--- config.mk ---
export PLATFORM = sky130hd
export DESIGN_NAME = dcm_adc_dc_meas
export DESIGN_NICKNAME = d
export VERILOG_FILES = /design/src/dcm_pkg.sv /design/src/dcm_sinc_avg.sv /design/src/dcm_iir_lp.sv /design/src/dcm_adc_dc_meas.sv
export SDC_FILE = /design/constraint.sdc
export NUM_CORES = 1
export LEC_CHECK = 0
export BUFFER_PORTS_ARGS = -buffer_cell sky130_fd_sc_hd__buf_2
export CORE_ASPECT_RATIO = 1.25
export CORE_MARGIN = 8
export CORE_UTILIZATION = 43
export CTS_CLUSTER_DIAMETER = 120
export DETAILED_ROUTE_END_ITERATION = 6
export GPL_TIMING_DRIVEN = 0
export PLACE_DENSITY = 0.61
export SLEW_MARGIN = 40
export SYNTH_ARGS = -nofsm -noshare
export SYNTH_HDL_FRONTEND = slang
export SYNTH_SLANG_ARGS = --single-unit
--- constraint.sdc ---
create_clock -name clk_sys -period 5.3 [get_ports clk_sys]
set_input_delay 0.265 -clock clk_sys [delete_from_list [all_inputs] [get_ports clk_sys]]
set_output_delay 0.265 -clock clk_sys [all_outputs]
set_load 0.02 [all_outputs]
--- src/dcm_pkg.sv ---
// constants, field layouts and carrier types of the ADC DC measurement block
// Summary of operation
// - measure the mono ADC channel only while the enable bit is one
// - filter type zero: first-order sinc averaging over two to the power D
// - filter type one: first-order low-pass IIR with coefficient set by D
// - D codes 1..20 map directly; code 0 and 21..31 must not be used
// - update-disable bit set freezes the result registers for clean reads
// - IIR output select: zero instantaneous, one value held before each clearing
// - averaging time code 0 infinite, 1..20 two to that code clock periods
// - result bytes: 23:16 in high, 15:8 in mid, 7:0 in low register
// - all three result bytes read zero after reset until updated
package dcm_pkg;

	// ----------------------------------------------------------------
	// widths
	// ----------------------------------------------------------------
	localparam int DCM_DATA_W   = 24;
	localparam int DCM_MAXSHIFT = 20;
	localparam int DCM_ADDR_W   = 7;

	// ----------------------------------------------------------------
	// register map
	// ----------------------------------------------------------------
	localparam logic [6:0] DCM_ADDR_PAGE    = 7'h00;
	localparam logic [6:0] DCM_ADDR_CFG_A   = 7'h66;
	localparam logic [6:0] DCM_ADDR_CFG_B   = 7'h67;
	localparam logic [6:0] DCM_ADDR_RES_HI  = 7'h68;
	localparam logic [6:0] DCM_ADDR_RES_MID = 7'h69;
	localparam logic [6:0] DCM_ADDR_RES_LO  = 7'h6A;
	localparam logic [7:0] DCM_PAGE_MEAS    = 8'h00;

	// ----------------------------------------------------------------
	// fields and reset values
	// ----------------------------------------------------------------
	localparam int DCM_A_EN_BIT   = 7;
	localparam int DCM_A_IIR_BIT  = 5;
	localparam int DCM_B_FRZ_BIT  = 6;
	localparam int DCM_B_HOLD_BIT = 5;
	localparam int DCM_FIELD_LSB  = 0;
	localparam int DCM_FIELD_W    = 5;
	localparam logic [7:0] DCM_CFG_A_MASK = 8'hBF;
	localparam logic [7:0] DCM_CFG_B_MASK = 8'h7F;
	localparam logic [7:0] DCM_CFG_RST    = 8'h00;
	localparam logic [7:0] DCM_PAGE_RST   = 8'h00;
	localparam logic [7:0] DCM_RD_NONE    = 8'h00;
	localparam logic [23:0] DCM_RES_RST   = 24'h000000;
	localparam logic [4:0] DCM_CODE_MIN   = 5'h01;
	localparam logic [4:0] DCM_CODE_MAX   = 5'h14;
	localparam logic [4:0] DCM_AVG_INF    = 5'h00;

	// ----------------------------------------------------------------
	// carriers
	// ----------------------------------------------------------------
	typedef struct packed {
		logic       enable;
		logic       filtIir;
		logic [4:0] shiftD;
		logic       freeze;
		logic       holdSel;
		logic [4:0] avgT;
	} dcm_cfg_s;

	typedef struct packed {
		logic        valid;
		logic [23:0] data;
	} dcm_sample_s;

	typedef struct packed {
		logic       wrEn;
		logic       rdEn;
		logic [6:0] addr;
		logic [7:0] wrData;
	} dcm_reg_req_s;

endpackage

--- src/dcm_sinc_avg.sv ---
// first-order sinc (block average) over two to the power D samples
`timescale 1ns/100ps
module dcm_sinc_avg #(
	parameter int DATA_W   = 24,
	parameter int MAXSHIFT = 20
) (
	input  wire logic                 clk_sys,   // system clock
	input  wire logic                 rst,       // synchronous reset
	input  wire logic                 clear,     // restart the block
	input  wire logic [4:0]           shiftD,    // log2 of block length
	input  wire dcm_pkg::dcm_sample_s sample,    // modulator data
	output logic                      outValid,  // one-cycle result pulse
	output logic [DATA_W-1:0]         outData    // block mean
);
	import dcm_pkg::*;

	localparam int ACC_W = DATA_W + MAXSHIFT;

	logic signed [ACC_W-1:0] acc_q;
	logic        [MAXSHIFT:0] cnt_q;
	logic signed [ACC_W-1:0] accNext;
	logic signed [ACC_W-1:0] quot;
	logic        [MAXSHIFT:0] lastCount;
	logic                     isLast;

	assign lastCount = ({{MAXSHIFT{1'b0}}, 1'b1} << shiftD) - {{MAXSHIFT{1'b0}}, 1'b1};
	assign isLast    = cnt_q == lastCount;
	assign accNext   = acc_q + {{MAXSHIFT{sample.data[DATA_W-1]}}, sample.data};
	assign quot      = accNext >>> shiftD;

	always_ff @(posedge clk_sys) begin
		outValid <= 1'b0;
		if (rst || clear) begin
			acc_q   <= '0;
			cnt_q   <= '0;
			outData <= '0;
		end else if (sample.valid) begin
			if (isLast) begin
				outData  <= quot[DATA_W-1:0];
				outValid <= 1'b1;
				acc_q    <= '0;
				cnt_q    <= '0;
			end else begin
				acc_q <= accNext;
				cnt_q <= cnt_q + 1'b1;
			end
		end
	end
endmodule // dcm_sinc_avg

--- src/dcm_iir_lp.sv ---
// first-order low-pass IIR, y += (x - y) / 2^D, with fraction bits kept
`timescale 1ns/100ps
module dcm_iir_lp #(
	parameter int DATA_W   = 24,
	parameter int MAXSHIFT = 20
) (
	input  wire logic                 clk_sys,  // system clock
	input  wire logic                 rst,      // synchronous reset
	input  wire logic                 clear,    // zero the state
	input  wire logic [4:0]           shiftD,   // coefficient exponent
	input  wire dcm_pkg::dcm_sample_s sample,   // modulator data
	output logic [DATA_W-1:0]         outData   // filter state, integer part
);
	import dcm_pkg::*;

	localparam int ACC_W = DATA_W + MAXSHIFT;

	logic signed [ACC_W-1:0] acc_q;
	logic signed [ACC_W:0]   diff;
	logic signed [ACC_W:0]   step;
	logic signed [ACC_W-1:0] xExt;

	// fraction bits keep small steps from vanishing at large D
	assign xExt    = {sample.data, {MAXSHIFT{1'b0}}};
	assign diff    = {xExt[ACC_W-1], xExt} - {acc_q[ACC_W-1], acc_q};
	assign step    = diff >>> shiftD;
	assign outData = acc_q[ACC_W-1:MAXSHIFT];

	always_ff @(posedge clk_sys) begin
		if (rst || clear) begin
			acc_q <= '0;
		end else if (sample.valid) begin
			acc_q <= acc_q + step[ACC_W-1:0];
		end
	end
endmodule // dcm_iir_lp

--- src/dcm_adc_dc_meas.sv ---
// DC level measurement of the mono ADC channel with its page-0 registers
`timescale 1ns/100ps
module dcm_adc_dc_meas #(
	parameter int DATA_W   = dcm_pkg::DCM_DATA_W,
	parameter int MAXSHIFT = dcm_pkg::DCM_MAXSHIFT
) (
	input  wire logic                  clk_sys,       // modulator clock
	input  wire logic                  rst,           // synchronous reset, high
	input  wire dcm_pkg::dcm_reg_req_s regReq,        // register access request
	input  wire dcm_pkg::dcm_sample_s  sample,        // ADC modulator/decimation data
	output logic [7:0]                 regRdData_q,   // read data, next cycle
	output logic                       resultValid_q, // pulse on result refresh
	output logic [DATA_W-1:0]          dcLevel_q      // current stored result
);
	import dcm_pkg::*;

	// ----------------------------------------------------------------
	// elaboration checks
	// ----------------------------------------------------------------
	if (DATA_W != DCM_DATA_W) begin : g_bad_width
		$error("result width must match the three result bytes");
	end
	if (MAXSHIFT < int'(DCM_CODE_MAX)) begin : g_bad_shift
		$error("shift range cannot serve the largest code");
	end

	// ----------------------------------------------------------------
	// register file
	// ----------------------------------------------------------------
	function automatic logic regHit(input logic [6:0] addr, input logic [6:0] target,
		input logic [7:0] page);
		regHit = (addr == target) && (page == DCM_PAGE_MEAS);
	endfunction

	logic [7:0] page_q;
	logic [7:0] cfgA_q;
	logic [7:0] cfgB_q;
	logic [7:0] rdSel;
	logic       wrPage;
	logic       wrCfgA;
	logic       wrCfgB;
	dcm_cfg_s   cfg;

	assign wrPage = regReq.wrEn && (regReq.addr == DCM_ADDR_PAGE);
	assign wrCfgA = regReq.wrEn && regHit(regReq.addr, DCM_ADDR_CFG_A, page_q);
	assign wrCfgB = regReq.wrEn && regHit(regReq.addr, DCM_ADDR_CFG_B, page_q);

	assign cfg.enable  = cfgA_q[DCM_A_EN_BIT];
	assign cfg.filtIir = cfgA_q[DCM_A_IIR_BIT];
	assign cfg.shiftD  = cfgA_q[DCM_FIELD_LSB +: DCM_FIELD_W];
	assign cfg.freeze  = cfgB_q[DCM_B_FRZ_BIT];
	assign cfg.holdSel = cfgB_q[DCM_B_HOLD_BIT];
	assign cfg.avgT    = cfgB_q[DCM_FIELD_LSB +: DCM_FIELD_W];

	// reserved bits are not stored and read back as zero
	always_ff @(posedge clk_sys) begin
		if (rst) begin
			page_q <= DCM_PAGE_RST;
			cfgA_q <= DCM_CFG_RST;
			cfgB_q <= DCM_CFG_RST;
		end else begin
			if (wrPage) begin
				page_q <= regReq.wrData;
			end
			if (wrCfgA) begin
				cfgA_q <= regReq.wrData & DCM_CFG_A_MASK;
			end
			if (wrCfgB) begin
				cfgB_q <= regReq.wrData & DCM_CFG_B_MASK;
			end
		end
	end

	// unmapped and reserved addresses read zero and ignore writes
	assign rdSel =
		(regReq.addr == DCM_ADDR_PAGE)                   ? page_q :
		regHit(regReq.addr, DCM_ADDR_CFG_A,   page_q)    ? cfgA_q :
		regHit(regReq.addr, DCM_ADDR_CFG_B,   page_q)    ? cfgB_q :
		regHit(regReq.addr, DCM_ADDR_RES_HI,  page_q)    ? dcLevel_q[23:16] :
		regHit(regReq.addr, DCM_ADDR_RES_MID, page_q)    ? dcLevel_q[15:8] :
		regHit(regReq.addr, DCM_ADDR_RES_LO,  page_q)    ? dcLevel_q[7:0] :
		DCM_RD_NONE;

	always_ff @(posedge clk_sys) begin
		if (rst) begin
			regRdData_q <= DCM_RD_NONE;
		end else if (regReq.rdEn) begin
			regRdData_q <= rdSel;
		end
	end

	// ----------------------------------------------------------------
	// mode decode
	// ----------------------------------------------------------------
	logic paramOk;
	logic avgOk;
	logic runSinc;
	logic runIir;
	logic runAny;

	// a reserved D code stops the measurement rather than guess a coefficient
	assign paramOk = (cfg.shiftD >= DCM_CODE_MIN) && (cfg.shiftD <= DCM_CODE_MAX);
	assign avgOk   = (cfg.avgT != DCM_AVG_INF) && (cfg.avgT <= DCM_CODE_MAX);
	assign runSinc = cfg.enable && !cfg.filtIir && paramOk;
	assign runIir  = cfg.enable && cfg.filtIir && paramOk;
	assign runAny  = runSinc || runIir;

	// ----------------------------------------------------------------
	// filters
	// ----------------------------------------------------------------
	logic              sincValid;
	logic [DATA_W-1:0] sincData;
	logic [DATA_W-1:0] iirOut;
	logic              sincClear;
	logic              iirClear;

	// a new D restarts the filters so no block mixes two settings
	assign sincClear = !runSinc || wrCfgA;

	dcm_sinc_avg #(
		.DATA_W   (DATA_W),
		.MAXSHIFT (MAXSHIFT)
	) u_sinc (
		.clk_sys  (clk_sys),
		.rst      (rst),
		.clear    (sincClear),
		.shiftD   (cfg.shiftD),
		.sample   (sample),
		.outValid (sincValid),
		.outData  (sincData)
	);

	dcm_iir_lp #(
		.DATA_W   (DATA_W),
		.MAXSHIFT (MAXSHIFT)
	) u_iir (
		.clk_sys (clk_sys),
		.rst     (rst),
		.clear   (iirClear),
		.shiftD  (cfg.shiftD),
		.sample  (sample),
		.outData (iirOut)
	);

	// ----------------------------------------------------------------
	// periodic clearing timer
	// ----------------------------------------------------------------
	logic [MAXSHIFT:0] avgCnt_q;
	logic [MAXSHIFT:0] avgLast;
	logic              periodLast;

	assign avgLast    = ({{MAXSHIFT{1'b0}}, 1'b1} << cfg.avgT) - {{MAXSHIFT{1'b0}}, 1'b1};
	assign periodLast = runIir && avgOk && (avgCnt_q == avgLast);
	assign iirClear   = !runIir || wrCfgA || periodLast;

	always_ff @(posedge clk_sys) begin
		if (rst || !runIir || !avgOk || periodLast || wrCfgB) begin
			avgCnt_q <= '0;
		end else begin
			avgCnt_q <= avgCnt_q + 1'b1;
		end
	end

	// ----------------------------------------------------------------
	// result selection and update
	// ----------------------------------------------------------------
	logic              candValid;
	logic [DATA_W-1:0] candData;
	logic              iirInst;

	// held mode without a period has no clearing, so it reports the live value
	assign iirInst   = runIir && (!cfg.holdSel || !avgOk);
	assign candValid = (runSinc && sincValid) || iirInst || (runIir && cfg.holdSel && periodLast);
	assign candData  = runSinc ? sincData : iirOut;

	always_ff @(posedge clk_sys) begin
		if (rst) begin
			dcLevel_q     <= DCM_RES_RST;
			resultValid_q <= 1'b0;
		end else begin
			resultValid_q <= candValid && !cfg.freeze;
			if (candValid && !cfg.freeze) begin
				dcLevel_q <= candData;
			end
		end
	end

	// ----------------------------------------------------------------
	// assertions
	// ----------------------------------------------------------------
	property p_disabled_quiet;
		@(posedge clk_sys) disable iff (rst)
		!runAny |=> !resultValid_q;
	endproperty
	a_disabled_quiet: assert property (p_disabled_quiet) else $error("update while disabled");

	property p_sinc_result;
		@(posedge clk_sys) disable iff (rst)
		(runSinc && sincValid && !cfg.freeze) |=> (dcLevel_q == $past(sincData)) && resultValid_q;
	endproperty
	a_sinc_result: assert property (p_sinc_result) else $error("sinc result not stored");

	property p_iir_live;
		@(posedge clk_sys) disable iff (rst)
		(runIir && !cfg.holdSel && !cfg.freeze) |=> dcLevel_q == $past(iirOut);
	endproperty
	a_iir_live: assert property (p_iir_live) else $error("instantaneous IIR value lost");

	property p_reserved_d;
		@(posedge clk_sys) disable iff (rst)
		!paramOk |=> !resultValid_q;
	endproperty
	a_reserved_d: assert property (p_reserved_d) else $error("reserved D code measured");

	property p_freeze;
		@(posedge clk_sys) disable iff (rst)
		cfg.freeze |=> $stable(dcLevel_q);
	endproperty
	a_freeze: assert property (p_freeze) else $error("result changed while frozen");

	property p_hold_between;
		@(posedge clk_sys) disable iff (rst)
		(runIir && cfg.holdSel && avgOk && !periodLast) |=> $stable(dcLevel_q);
	endproperty
	a_hold_between: assert property (p_hold_between) else $error("held value moved mid-period");

	property p_period_two;
		@(posedge clk_sys) disable iff (rst)
		(periodLast && cfg.avgT == DCM_CODE_MIN) ##1 (runIir && !wrCfgA && !wrCfgB && cfg.avgT == DCM_CODE_MIN) |=> periodLast;
	endproperty
	a_period_two: assert property (p_period_two) else $error("period of two cycles broken");

	property p_byte_high;
		@(posedge clk_sys) disable iff (rst)
		(regReq.rdEn && regHit(regReq.addr, DCM_ADDR_RES_HI, page_q)) |=> regRdData_q == $past(dcLevel_q[23:16]);
	endproperty
	a_byte_high: assert property (p_byte_high) else $error("high result byte misplaced");

	property p_reset_zero;
		@(posedge clk_sys) disable iff (rst)
		$fell(rst) |-> (dcLevel_q == DCM_RES_RST) && (cfgA_q == DCM_CFG_RST);
	endproperty
	a_reset_zero: assert property (p_reset_zero) else $error("result not zero after reset");

endmodule // dcm_adc_dc_meas

==> flow_summary.yaml <==
outcome:
  outcome: "complete, but fails checks"
  violations: "setup timing"
logic_synthesis:
  yosys-top-cells-area: "dfxtp_1 19%, ha_1 6.5%, a21oi_1 6.2%, mux2i_1 5.9%, nor2_1 5.5%"
  yosys.cell_types.count: 105
  netlist_instances: 3082
  syn_nets: 3245
  synth_edf_count: 0
  synth-seq-cells: 210
  synth_top_area_share_pct: 18.80
  async_flop_share_pct: 0
  netlist_area_um2: 22370
  post_synth.cell_area_avg_um2: 7.257
  yosys_most_used_dff: "dfxtp_1"
  yosys_warnings: 0
  ys_seq_area_share_pct: 18.80
  yosys.area.top_type: "dfxtp_1"
place:
  placedCellCount: 3824
  io_buffers: 73
  dpl_worst_slack_ns: -2.212
  hpwl_um: 85620
  gp_congestion: 1.002
floorplan:
  rows: 93
  fp.coreArea_um2: 51430
  dieArea_um2: 59620
  initial_core_util_pct: 43.49
  dieWidth_um: 220.0
  die_h_um: 271.0
  io_pins: 77
clock_tree:
  numClockSinks: 210
  clkTransAtPathRegs_ns: 0.07
  cts.htree.levels: 1
  cts_buffers: 26
  cts_tree: "done"
  clk_latency_ns: 0.60
  cts_max_path_buffers: 3
  root_buffer: "clkbuf_16"
finish:
  drive_gt1_share_pct: 19.14
  nFillCells: 5049
  finish.utilization_pct: 52.38
  num_antenna_cells: 0
  num-nets-final: 3425
  synthToLayoutAreaGrowth_pct: 20.44
  instances_no_fill: 3946
timing:
  hold_violations: 0
  fin_skew_ns: 0.04074
  slew_viol_final: 0
  timing.final.ws_setup_ns: -0.8860
  worst_pin_slew_ns: 0.9391
  max_freq_ghz: 0.1617
  maxSlewHeadroom_pct: 36.94
  grt_setup_unrepaired: "yes"
  fin_crit_sh_pct: 116.7
  fin_crit_ns: 6.186
  setup_viol: 34
  fin_hold_ws_ns: 0.1414
route:
  drc_errors: 0
  wire_per_inst_um: 27.70
  vias_per_cell: 6.618
  wirelength_um: 109300
  num_vias: 26110
  drtAntennaViolNets: 0
  drt_iter0_drc: 2762
  first_pass_iters: 7
hold_path:
  hold_class: "in2reg"
setup_path:
  crit_buf_inv: 3
  worstSetupStartpointType: "flop"
  cp-end-kind: "flop"
  crit_slowest_cell: "mux4_2"
  crit_family: "compound AO/OA/AOI/OAI gates"
  slowest_delay_ns: 0.54
  worstPathArrival_ns: 6.73
  cp.required_ns: 5.84
  path_class: "reg2reg"
  cp_max_fo: 6
  rrSetupSlack_ns: -0.89
power_and_ir_drop:
  powerDensity_nw_per_um2: 166.2
  peakVddDrop_v: 0.0002306
  totalPowerFinal_uw: 4478
  total_leakage_power_uw: 0.01030
global_route:
  first_global_vias: 24750
  grt_pass1_wl_um: 159400
  grt_antenna_before_repair: 2
  overflow: 0
  grt_usage_pct: 34.71
  grt_start_max_net_pins: 23
flow_run:
  maxCapViolCount: 0
==> cell usage after synthesis, types with 19 or more instances <==
library cell,instances
xnor2_1,95
o21ai_1,22
mux4_2,23
nand2_1,310
nand4_1,50
a211oi_1,80
a22oi_1,22
clkbuf_1,181
or3_1,21
and3_1,26
xor2_1,75
ha_1,117
mux2i_1,132
a21o_1,54
o21a_1,35
a21oi_1,277
inv_1,73
buf_1,33
nor2b_1,26
o21ai_0,149
a221oi_1,19
nand3_1,136
o22ai_1,24
nor2_1,327
nor4_1,24
a31oi_1,30
and2_1,29
o211ai_1,35
nor3_1,93
dfxtp_1,210
mux2_2,42
==> power breakdown <==
part           total [µW]  internal, µW  switching, µW
Clock                1910          1080            825
Sequential           1580          1580           1.94
Combinational         993           364            629
==> sequential cells by signal (all words and copies together) (netlist names), 8 cells and up <==
| register | count |
|---|---|
| u_sinc.acc_q | 44 |
| regRdData_q | 8 |
| u_iir.acc_q | 44 |
| u_sinc.outData | 24 |
| u_sinc.cnt_q | 21 |
| dcLevel_q | 24 |
| avgCnt_q | 21 |
| page_q | 8 |
==> path summary, 6_finish.rpt <==
check,from,endpoint,cells past startpoint
worst min register to register,u_sinc.acc_q[33]$_SDFFE_PP0P_,u_sinc.acc_q[33]$_SDFFE_PP0P_,2
worst min-delay path,rst,u_sinc.cnt_q[6]$_SDFFE_PP0P_,3
worst max register to register,u_iir.acc_q[21]$_SDFFE_PP0P_,u_iir.acc_q[43]$_SDFFE_PP0P_,26
worst max-delay path,u_iir.acc_q[21]$_SDFFE_PP0P_,u_iir.acc_q[43]$_SDFFE_PP0P_,26
==> cell type report <==
| type | count | area, µm² | area share (%) |
|---|---|---|---|
| plain buffers | 215 | 948.4 | 3.521 |
| clock buffers | 33 | 728.2 | 2.703 |
| clock inverters | 14 | 157.7 | 0.5852 |
| inverters | 74 | 296.5 | 1.101 |
| multi-input cells | 2567 | 18600 | 69.06 |
| flip-flops and latches | 210 | 4249 | 15.77 |
| well taps | 665 | 832.0 | 3.089 |
| repair buffers | 168 | 1124 | 4.171 |
==> worst register-to-register path, stage by stage (launching register included) <==
cell	delay [ns]
dfxtp_4	0.37
clkinvlp_4	0.17
ha_4	0.31
a21o_4	0.23
a21o_1	0.19
a311oi_2	0.34
a21oi_2	0.15
o211a_1	0.28
or4_4	0.50
o311ai_4	0.10
o21ai_2	0.13
buf_4	0.17
mux4_2	0.54
nand2b_4	0.20
a2bb2oi_4	0.19
ha_4	0.15
buf_6	0.10
nand2_2	0.05
or3_4	0.39
o211ai_1	0.33
a21oi_4	0.13
o31ai_4	0.34
a31oi_4	0.14
o21ai_2	0.20
xnor2_2	0.08
a211o_1	0.28
nand2_1	0.06
==> layer usage <==
| layer | wire, µm | vias up | GRT usage [%] |
|---|---|---|---|
| li1 | - | 11790 | - |
| met1 | 44260 | 12630 | 43.99 |
| met2 | 49340 | 1363 | 55.99 |
| met3 | 9797 | 327 | 6.744 |
| met4 | 5897 | 2 | 15.87 |
| met5 | 9 | - | 0 |
==> logic make-up after synthesis <==
family | after synthesis | share of synthesized area, %
AO/OA/AOI/OAI | 950 | 28.27
XOR/XNOR | 171 | 6.780
adder cells (fa/ha/maj) | 119 | 6.724
buffers and inverters | 305 | 5.270
flip-flops | 210 | 18.80
multiplexers | 202 | 10.60
AND/OR/NAND/NOR | 1125 | 23.56
==> layout by cell type, fill, tap and decap left out, drive strengths merged, types with 36 or more instances in the layout <==
master	instances
xnor2	96
mux2	46
nor3	95
nand4	50
o21a	36
a21oi	278
clkbuf	202
nand2	311
dfxtp	210
o21ai	171
o211ai	36
inv	76
xor2	75
a211oi	81
nand3	136
mux2i	133
ha	117
buf	205
a21o	55
nor2	329
==> what timing repair did <==
item / in CTS / in global routing
pin swaps: 71 / 81
hold endpoints to repair: 19 / 0
gates resized for setup: 205 / 184
buffers inserted: 49 / 36
endpoints found under the setup margin: 132 / 121
cloned: 0 / 0
hold buffers: 8 / 0
==> through the flow <==
stage | instance area, µm² | TNS, ns
5_1_grt | 26940 | -24.52
3_5_place_dp | 23800 | -132.89
3_3_place_gp | 23720 | -148.76
2_1_floorplan | 22520 | -1.902
6_report | 26940 | -19.06
4_1_cts | 25840 | -18.79
No activity file was read; power rests on OpenSTA's default activity.
